--- src/seq_pkg.sv ---
// Purpose: Shared constants for the event/action sequencer.
// Assumes: 10 MHz system clock, Avalon-MM register access.
// Notes: Register word offsets are byte addresses on a 32-bit bus.
`default_nettype none
package seq_pkg;
    localparam int MAX_PAIRS = 20;
    localparam int CODE_W = 8;
    localparam int IDX_W = 5;
    localparam int PCT_W = 7;
    localparam int TMR_W = 24;
    localparam int ADDR_W = 8;
    // Event selector codes
    localparam logic [CODE_W-1:0] EV_FALSE = 8'h00;
    localparam logic [CODE_W-1:0] EV_TRUE = 8'h01;
    localparam logic [CODE_W-1:0] EV_ON_REF = 8'h04;
    localparam logic [CODE_W-1:0] EV_TIMEOUT0 = 8'h1E;
    // Action selector codes
    localparam logic [CODE_W-1:0] AC_NONE = 8'h01;
    localparam logic [CODE_W-1:0] AC_PRESET0 = 8'h0A;
    localparam logic [CODE_W-1:0] AC_PRESET1 = 8'h0B;
    localparam logic [CODE_W-1:0] AC_TIMER0 = 8'h1D;
    // Register byte offsets
    localparam logic [ADDR_W-1:0] REG_CTRL = 8'h00;
    localparam logic [ADDR_W-1:0] REG_STATUS = 8'h04;
    localparam logic [ADDR_W-1:0] REG_TIMER = 8'h08;
    localparam logic [ADDR_W-1:0] REG_PRESET0 = 8'h0C;
    localparam logic [ADDR_W-1:0] REG_PRESET1 = 8'h10;
    localparam logic [ADDR_W-1:0] REG_PAIR_BASE = 8'h40;
    localparam logic [ADDR_W-1:0] REG_PAIR_END = 8'h8C;
    // Field positions
    localparam int CTRL_ON_BIT = 0;
    localparam int CTRL_CNT_LSB = 8;
    localparam int PAIR_ACT_LSB = 8;
    localparam int STAT_RUN_BIT = 8;
    localparam int STAT_TEXP_BIT = 9;
    localparam int STAT_TRUN_BIT = 10;
    localparam int STAT_SEL_BIT = 11;
    localparam int STAT_STOP_BIT = 12;
    localparam logic [31:0] UNMAPPED_DATA = 32'h0000_0000;
    // Timing
    localparam int CLK_HZ = 10_000_000;
    localparam int SCAN_US = 1000;
    localparam int SCAN_CYC = SCAN_US * (CLK_HZ / 1_000_000);
    localparam int TICK_US = 1000;
    localparam int TICK_CYC = TICK_US * (CLK_HZ / 1_000_000);
    localparam int STOP_TICKS = 1;
endpackage
`default_nettype wire
--- src/event_action_sequencer.sv ---
// Purpose: Event/action sequencer with timer zero and two preset speeds.
// Assumes: Avalon-MM slave, one wait state on every access.
// Notes: Scan interval and timer tick are one-cycle enables from dividers.
//
// The placing of the registers and the Avalon-MM interface to the registers were decided locally.
`default_nettype none
module event_action_sequencer
    import seq_pkg::*;
#(
    parameter int NUM_PAIRS = seq_pkg::MAX_PAIRS,
    parameter int SCAN_CYCLES = seq_pkg::SCAN_CYC,
    parameter int TICK_CYCLES = seq_pkg::TICK_CYC
) (
    input wire logic clk_i,
    input wire logic sys_rst_i,
    input wire logic [seq_pkg::ADDR_W-1:0] avs_address_i,
    input wire logic avs_read_i,
    input wire logic avs_write_i,
    input wire logic [31:0] avs_writedata_i,
    input wire logic [3:0] avs_byteenable_i,
    output logic [31:0] avs_readdata_o,
    output logic avs_waitrequest_o,
    input wire logic on_reference_i,
    input wire logic stop_cmd_i,
    output logic [seq_pkg::PCT_W-1:0] active_reference_o,
    output logic ramp_down_o,
    output logic [seq_pkg::IDX_W-1:0] current_pair_o,
    output logic action_pulse_o,
    output logic [seq_pkg::CODE_W-1:0] action_code_o
);
    import seq_pkg::*;
    // Refuse sizes that the table index or the dividers cannot serve
    if (NUM_PAIRS < 1 || NUM_PAIRS > MAX_PAIRS || SCAN_CYCLES < 2 ||
        TICK_CYCLES < 1) begin : g_bad_param
        $error("event_action_sequencer parameters out of range");
    end
    typedef enum logic [1:0] {
        ST_IDLE = 2'b00,
        ST_RUN = 2'b01,
        ST_STOP = 2'b10
    } seq_state_t;
    // Pin inputs pass two flops before use
    logic [1:0] ref_sync_q, ref_sync_d;
    logic [1:0] stop_sync_q, stop_sync_d;
    logic at_ref, stop_req;
    always_comb begin
        ref_sync_d = {ref_sync_q[0], on_reference_i};
        stop_sync_d = {stop_sync_q[0], stop_cmd_i};
    end
    always_ff @(posedge clk_i or posedge sys_rst_i) begin
        if (sys_rst_i) begin
            ref_sync_q <= 2'b00;
            stop_sync_q <= 2'b00;
        end else begin
            ref_sync_q <= ref_sync_d;
            stop_sync_q <= stop_sync_d;
        end
    end
    assign at_ref = ref_sync_q[1];
    assign stop_req = stop_sync_q[1];
    // Scan strobe and timer tick dividers
    logic [31:0] scan_cnt_q, scan_cnt_d, tick_cnt_q, tick_cnt_d;
    logic scan_q, scan_d, tick_q, tick_d;
    always_comb begin
        scan_d = 1'b0;
        tick_d = 1'b0;
        scan_cnt_d = scan_cnt_q + 32'h0000_0001;
        tick_cnt_d = tick_cnt_q + 32'h0000_0001;
        if (scan_cnt_q == 32'(SCAN_CYCLES - 1)) begin
            scan_cnt_d = 32'h0000_0000;
            scan_d = 1'b1;
        end
        if (tick_cnt_q == 32'(TICK_CYCLES - 1)) begin
            tick_cnt_d = 32'h0000_0000;
            tick_d = 1'b1;
        end
    end
    always_ff @(posedge clk_i or posedge sys_rst_i) begin
        if (sys_rst_i) begin
            scan_cnt_q <= 32'h0000_0000;
            tick_cnt_q <= 32'h0000_0000;
            scan_q <= 1'b0;
            tick_q <= 1'b0;
        end else begin
            scan_cnt_q <= scan_cnt_d;
            tick_cnt_q <= tick_cnt_d;
            scan_q <= scan_d;
            tick_q <= tick_d;
        end
    end
    // Programmable registers and pair tables
    logic on_q, on_d;
    logic [IDX_W-1:0] count_q, count_d;
    logic [TMR_W-1:0] tpreset_q, tpreset_d;
    logic [PCT_W-1:0] preset0_q, preset0_d, preset1_q, preset1_d;
    logic [CODE_W-1:0] ev_q [NUM_PAIRS], ev_d [NUM_PAIRS];
    logic [CODE_W-1:0] ac_q [NUM_PAIRS], ac_d [NUM_PAIRS];
    logic ack_q, ack_d, wr_go, rd_go;
    logic [31:0] rdata_q, rdata_d;
    // Sequencer state
    seq_state_t state_q, state_d;
    logic [IDX_W-1:0] idx_q, idx_d;
    logic [TMR_W-1:0] tmr_q, tmr_d;
    logic trun_q, trun_d, texp_q, texp_d, sel_q, sel_d, act_q, act_d, ev_hit;
    logic [CODE_W-1:0] acode_q, acode_d, cur_ev, cur_ac;
    // One wait state; a write lands only at the edge that sees waitrequest low
    assign wr_go = avs_write_i && ack_q;
    assign rd_go = avs_read_i && !ack_q;
    assign avs_waitrequest_o = (avs_read_i || avs_write_i) && !ack_q;
    assign avs_readdata_o = rdata_q;
    // Pair table per entry: low byte event, next byte action
    genvar g;
    generate
        for (g = 0; g < NUM_PAIRS; g++) begin : g_pair
            always_comb begin
                ev_d[g] = ev_q[g];
                ac_d[g] = ac_q[g];
                if (wr_go && avs_address_i ==
                    ADDR_W'(REG_PAIR_BASE + ADDR_W'(4 * g))) begin
                    if (avs_byteenable_i[0]) begin
                        ev_d[g] = avs_writedata_i[CODE_W-1:0];
                    end
                    if (avs_byteenable_i[1]) begin
                        ac_d[g] = avs_writedata_i[PAIR_ACT_LSB +: CODE_W];
                    end
                end
            end
            always_ff @(posedge clk_i or posedge sys_rst_i) begin
                if (sys_rst_i) begin
                    ev_q[g] <= EV_FALSE;
                    ac_q[g] <= AC_NONE;
                end else begin
                    ev_q[g] <= ev_d[g];
                    ac_q[g] <= ac_d[g];
                end
            end
        end
    endgenerate
    // Register writes and read mux
    always_comb begin
        on_d = on_q;
        count_d = count_q;
        tpreset_d = tpreset_q;
        preset0_d = preset0_q;
        preset1_d = preset1_q;
        ack_d = (avs_read_i || avs_write_i) && !ack_q;
        rdata_d = rdata_q;
        if (wr_go && avs_byteenable_i[0]) begin
            case (avs_address_i)
                REG_CTRL: on_d = avs_writedata_i[CTRL_ON_BIT];
                REG_PRESET0: preset0_d = avs_writedata_i[PCT_W-1:0];
                REG_PRESET1: preset1_d = avs_writedata_i[PCT_W-1:0];
                default: ;
            endcase
        end
        if (wr_go && avs_address_i == REG_CTRL && avs_byteenable_i[1]) begin
            count_d = avs_writedata_i[CTRL_CNT_LSB +: IDX_W];
            if (count_d > IDX_W'(NUM_PAIRS)) begin
                count_d = IDX_W'(NUM_PAIRS);
            end
        end
        if (wr_go && avs_address_i == REG_TIMER) begin
            tpreset_d = avs_writedata_i[TMR_W-1:0];
        end
        if (rd_go) begin
            rdata_d = UNMAPPED_DATA;
            case (avs_address_i)
                REG_CTRL: begin
                    rdata_d[CTRL_ON_BIT] = on_q;
                    rdata_d[CTRL_CNT_LSB +: IDX_W] = count_q;
                end
                REG_STATUS: begin
                    rdata_d[IDX_W-1:0] = idx_q;
                    rdata_d[STAT_RUN_BIT] = (state_q == ST_RUN);
                    rdata_d[STAT_TEXP_BIT] = texp_q;
                    rdata_d[STAT_TRUN_BIT] = trun_q;
                    rdata_d[STAT_SEL_BIT] = sel_q;
                    rdata_d[STAT_STOP_BIT] = (state_q == ST_STOP);
                end
                REG_TIMER: rdata_d[TMR_W-1:0] = tpreset_q;
                REG_PRESET0: rdata_d[PCT_W-1:0] = preset0_q;
                REG_PRESET1: rdata_d[PCT_W-1:0] = preset1_q;
                default: begin
                    for (int i = 0; i < NUM_PAIRS; i++) begin
                        if (avs_address_i ==
                            ADDR_W'(REG_PAIR_BASE + ADDR_W'(4 * i))) begin
                            rdata_d[CODE_W-1:0] = ev_q[i];
                            rdata_d[PAIR_ACT_LSB +: CODE_W] = ac_q[i];
                        end
                    end
                end
            endcase
        end
    end
    always_ff @(posedge clk_i or posedge sys_rst_i) begin
        if (sys_rst_i) begin
            on_q <= 1'b0;
            count_q <= '0;
            tpreset_q <= '0;
            preset0_q <= '0;
            preset1_q <= '0;
            ack_q <= 1'b0;
            rdata_q <= UNMAPPED_DATA;
        end else begin
            on_q <= on_d;
            count_q <= count_d;
            tpreset_q <= tpreset_d;
            preset0_q <= preset0_d;
            preset1_q <= preset1_d;
            ack_q <= ack_d;
            rdata_q <= rdata_d;
        end
    end
    // Event decode for the current pair only
    assign cur_ev = ev_q[idx_q];
    assign cur_ac = ac_q[idx_q];
    always_comb begin
        case (cur_ev)
            EV_FALSE: ev_hit = 1'b0;
            EV_TRUE: ev_hit = 1'b1;
            EV_ON_REF: ev_hit = at_ref;
            EV_TIMEOUT0: ev_hit = texp_q;
            default: ev_hit = 1'b0;
        endcase
    end
    // Sequencer and timer zero; a stop holds the machine until released
    always_comb begin
        state_d = state_q;
        idx_d = idx_q;
        tmr_d = tmr_q;
        trun_d = trun_q;
        texp_d = texp_q;
        sel_d = sel_q;
        act_d = 1'b0;
        acode_d = acode_q;
        if (trun_q && tick_q) begin
            if (tmr_q <= TMR_W'(1)) begin
                tmr_d = '0;
                trun_d = 1'b0;
                texp_d = 1'b1;
            end else begin
                tmr_d = tmr_q - TMR_W'(1);
            end
        end
        case (state_q)
            ST_IDLE: begin
                idx_d = '0;
                if (stop_req) begin
                    state_d = ST_STOP;
                end else if (on_q && count_q != '0) begin
                    state_d = ST_RUN;
                end
            end
            ST_RUN: begin
                if (stop_req) begin
                    state_d = ST_STOP;
                end else if (!on_q || count_q == '0) begin
                    state_d = ST_IDLE;
                    idx_d = '0;
                    trun_d = 1'b0;
                    texp_d = 1'b0;
                end else if (scan_q && ev_hit) begin
                    act_d = 1'b1;
                    acode_d = cur_ac;
                    case (cur_ac)
                        AC_PRESET0: sel_d = 1'b0;
                        AC_PRESET1: sel_d = 1'b1;
                        AC_TIMER0: begin
                            tmr_d = tpreset_q;
                            trun_d = 1'b1;
                            texp_d = (tpreset_q == '0);
                        end
                        default: ;
                    endcase
                    if (idx_q >= count_q - IDX_W'(1)) begin
                        idx_d = '0;
                    end else begin
                        idx_d = idx_q + IDX_W'(1);
                    end
                end
            end
            ST_STOP: begin
                idx_d = '0;
                trun_d = 1'b0;
                texp_d = 1'b0;
                if (!stop_req) begin
                    state_d = ST_IDLE;
                end
            end
            default: state_d = ST_IDLE;
        endcase
    end
    always_ff @(posedge clk_i or posedge sys_rst_i) begin
        if (sys_rst_i) begin
            state_q <= ST_IDLE;
            idx_q <= '0;
            tmr_q <= '0;
            trun_q <= 1'b0;
            texp_q <= 1'b0;
            sel_q <= 1'b0;
            act_q <= 1'b0;
            acode_q <= AC_NONE;
        end else begin
            state_q <= state_d;
            idx_q <= idx_d;
            tmr_q <= tmr_d;
            trun_q <= trun_d;
            texp_q <= texp_d;
            sel_q <= sel_d;
            act_q <= act_d;
            acode_q <= acode_d;
        end
    end
    // Stop forces zero reference so the ramp generator runs down
    always_comb begin
        ramp_down_o = (state_q == ST_STOP);
        if (state_q == ST_STOP) begin
            active_reference_o = '0;
        end else begin
            active_reference_o = sel_q ? preset1_q : preset0_q;
        end
    end
    assign current_pair_o = idx_q + IDX_W'(1);
    assign action_pulse_o = act_q;
    assign action_code_o = acode_q;
endmodule
`default_nettype wire

--- config.mk ---
export PLATFORM = sky130hd
export DESIGN_NAME = event_action_sequencer
export DESIGN_NICKNAME = d
export VERILOG_FILES = /design/src/seq_pkg.sv /design/src/event_action_sequencer.sv
export SDC_FILE = /design/constraint.sdc
export NUM_CORES = 1
export LEC_CHECK = 0
export ABC_AREA = 1
export BUFFER_PORTS_ARGS = -buffer_cell sky130_fd_sc_hd__buf_2
export CORE_ASPECT_RATIO = 0.9
export CORE_MARGIN = 3
export CORE_UTILIZATION = 56
export DETAILED_ROUTE_END_ITERATION = 16
export GPL_ROUTABILITY_DRIVEN = 0
export PLACE_DENSITY_LB_ADDON = 0.2
export SYNTH_ARGS = -nofsm -noshare
export SYNTH_HDL_FRONTEND = slang
export SYNTH_SLANG_ARGS = --single-unit
--- constraint.sdc ---
create_clock -name clk_i -period 14.64 [get_ports clk_i]
set_input_delay 0.732 -clock clk_i [delete_from_list [all_inputs] [get_ports clk_i]]
set_output_delay 0.732 -clock clk_i [all_outputs]
set_load 0.02 [all_outputs]
==> flow_summary.yaml <==
detailed_routing:
  detailedRoute.firstPassIterationCount: 6
  dr_total_vias: 24560
  met3RoutedLength_mm: 6.894
  post_drt_wl_per_cell_um: 18.26
  viasPerCell: 5.938
  drt-met1-wl_mm: 32.11
  antenna_viol_nets_final: 0
  dr_wl_met2_mm: 33.80
  wl_mm: 75.54
  drc_errors: 0
  highest-signal-layer: "met4"
  drtIter0Drc: 2814
layout:
  final_layout_size_suffix_gt1_share_pct: 7.171
  antennaDiodeCount: 0
  top_library_cells_by_usage_in_the_layout_fill_and_taps_aside: "sky130_fd_sc_hd__nand2_1 (917), sky130_fd_sc_hd__o21ai_0 (545), sky130_fd_sc_hd__dfrtp_1 (479)"
  postLayoutCoreUtil_pct: 62.36
  areaGrowthSynthToFinish_pct: 8.839
  final_cell_count_no_fill: 4136
  layout.cells.most_common: "sky130_fd_sc_hd__nand2_1"
  filler_cell_count: 4083
  nets: 3550
timing:
  slew-limit-headroom_pct: 21.14
  timing_hold_violations_final: 0
  holdWs_ns: 0.2182
  rsz0062_at_grt: "false"
  final.setup_skew_ns: 0.01777
  finalCritPeriodShare_pct: 32.64
  max_freq_mhz: 209.3
  fin_crit_ns: 4.778
  worst_pin_slew_ns: 1.179
  finalMaxSlewViolations: 0
  total_of_endpoints_with_negative_setup_slack_in_the_final_report: 0
  total_negative_slack_for_setup_checks_ns: 0
critical_path:
  max_stage_delay_on_crit_path_ns: 0.73
  cp_data_required_time_ns: 15.13
  worstPathArrival_ns: 5.27
  crit_path_start_kind: "flop"
  crit_path_max_delay_cell_type: "sky130_fd_sc_hd__buf_4"
  ordered_list_of_cells_on_the_worst_path: "inv_6, buf_4, o211ai_1, nand2_1, inv_1, a21oi_1, nor2_1, nor2_1, nand3_1, nor2_4, nand2_2, inv_2, nand2_2, o21ai_0, inv_1"
  critPathKind: "flop to flop"
  crit_path_end_kind: "flop"
  crit_fanout: 95
die:
  dieWidth_um: 234.5
  starting_density_of_the_core_pct: 57.30
  design.portCount: 105
  dieArea_um2: 49630
  rows: 74
  die_h_um: 211.6
  design.core.area_um2: 45920
logic_synthesis:
  synth.area.top_cells: "sky130_fd_sc_hd__dfrtp_1 (46%), sky130_fd_sc_hd__nand2_1 (13%), sky130_fd_sc_hd__o21ai_0 (10%), sky130_fd_sc_hd__nor2_1 (5.1%), sky130_fd_sc_hd__inv_1 (4.4%)"
  synth_flop_cell: "sky130_fd_sc_hd__dfrtp_1"
  synth_seq_cells: 502
  ys_seq_area_share_pct: 47.84
  synth_enable_flop_cells: 0
  postSynth.asyncResetShare_pct: 100.0
  synth_top_cell_by_area: "sky130_fd_sc_hd__dfrtp_1"
  syn_inst: 3500
  post_synth_num_cell_types: 54
  synth_area_per_cell_um2: 7.518
  synth-warning-count: 0
  synth_top_cell_area_share_pct: 45.74
  synth_area_um2: 26310
power:
  total_leakage_power_nw: 13.15
  power.density_nw_per_um2: 105.4
  vdd_drop_max_mv: 0.09655
clock_tree:
  postCtsSetupRepairBufs: 0
  worst_setup_hold_path_clk_slew_ns: 0.06
  clock_tree.htree_level_count: 2
  cts.path.max_buffers: 3
  tritoncts.num_buffers: 51
  tritoncts: "built"
  clkLatencyLatePin_ns: 0.62
  postCtsHoldBufs: 0
  cts.sink_count: 502
  cts-resized-gates: 0
  root_buffer: "sky130_fd_sc_hd__clkbuf_16"
global_route:
  gr-total-overflow: 0
  via_count_of_the_first_global_routing_pass: 23140
  grt_first_pass_wirelength_mm: 120.6
  grt_max_degree: 200
  grt_usage_pct: 30.32
  grt_antenna_before_repair: 0
placed_design:
  dp_hpwl_mm: 51.43
  port_buffers: 86
  dp_cells: 4040
hold_path:
  hold_path.class: "primary input to flop"
flow_run:
  timing.max_cap.violations: 0
run_status:
  outcome: "complete, no violations"
==> metal layers <==
layer  track usage [%]  up-vias
met5                 0        -
met4             11.07        0
met3             5.126      178
met2             47.00     1161
met1             43.18    11710
li1                  -    11510
==> synthesized netlist by cell type, drive strengths merged, types with 6 or more instances <==
master and instances:
xnor2 11, nor2 359, inv 313, o211ai 26, clkbuf 120, nand3 147, a211oi 6, o22ai 33
a21oi 117, ha 15, o31ai 10, nor4 29, dfrtp 481, dfstp 21, nand2 919, xor2 22
nor3 57, o221ai 10, nand4 86, or2 14, buf 68, o21ai 588
==> state kept, by name, indices dropped and copies added (netlist names), 8 cells and up <==
signal / count
ac_q: 160
tmr_q: 24
avs_readdata_o: 24
ev_q: 160
tick_cnt_q: 32
action_code_o: 8
scan_cnt_q: 32
tpreset_q: 24
==> layout make-up <==
type                       count  area, um^2  area share [%]
sequential                   502       12600           43.98
multi-input combinational   2500       11650           40.67
clock buffer                  75        1506           5.260
inverter                     317        1201           4.194
tap                          608       760.7           2.656
timing repair buffer         113       658.1           2.298
clock inverter                21       269.0          0.9393
==> power by group <==
group	switching, mW	internal [mW]
sequential	0.0221	1.42
combinational	0.145	0.0494
clock	0.569	0.819
total	0.736	2.28
==> through the flow <==
| step | setup slack (ns) | power, mW | instance area, um^2 |
|---|---|---|---|
| after CTS | 9.980 | 3.035 | 28640 |
| after global routing | 9.622 | 3.120 | 28640 |
| final | 9.862 | 3.020 | 28640 |
| after global placement | 10.06 | 1.648 | 26860 |
| after detailed placement | 9.995 | 1.655 | 26860 |
| after floorplan | 7.113 | 1.590 | 26340 |
==> path summary, 6_finish.rpt <==
| check | from | to | slack [ns] | cells after the start |
|---|---|---|---|---|
| max in group asynchronous | sys_rst_i | ev_q[63]$_DFFE_PP0P_ | 11.75 | 5 |
| min in group asynchronous | sys_rst_i | scan_cnt_q[9]$_DFF_PP0_ | 0.44 | 3 |
| max | idx_q[0]$_DFFE_PP0P_ | tmr_q[6]$_DFF_PP0_ | 9.86 | 15 |
| min | on_reference_i | ref_sync_q[0]$_DFF_PP0_ | 0.22 | 1 |
| max reg2reg | idx_q[0]$_DFFE_PP0P_ | tmr_q[6]$_DFF_PP0_ | 9.86 | 15 |
| min reg2reg | stop_sync_q[0]$_DFF_PP0_ | stop_sync_q[1]$_DFF_PP0_ | 0.35 | 0 |
==> critical path: cells and delay by family (launching register included) <==
family | cells | cell delay [ns]
buffers and inverters | 5 | 1.77
AND/OR/NAND/NOR | 7 | 1.37
AO/OA/AOI/OAI | 3 | 0.75
flip-flops | 1 | 0.69
==> cells by family after synthesis <==
| group | Yosys count | synth area share, % |
|---|---|---|
| AOI/OAI and AO/OA | 821 | 16.67 |
| xor gates and xnor gates | 33 | 1.098 |
| adders and majority gates | 15 | 0.7132 |
| buffers and inverters | 505 | 8.031 |
| DFF | 502 | 47.84 |
| other | 1 | 0.01425 |
| and+or+nand+nor | 1623 | 25.63 |
(Power assumes the default switching activity.)
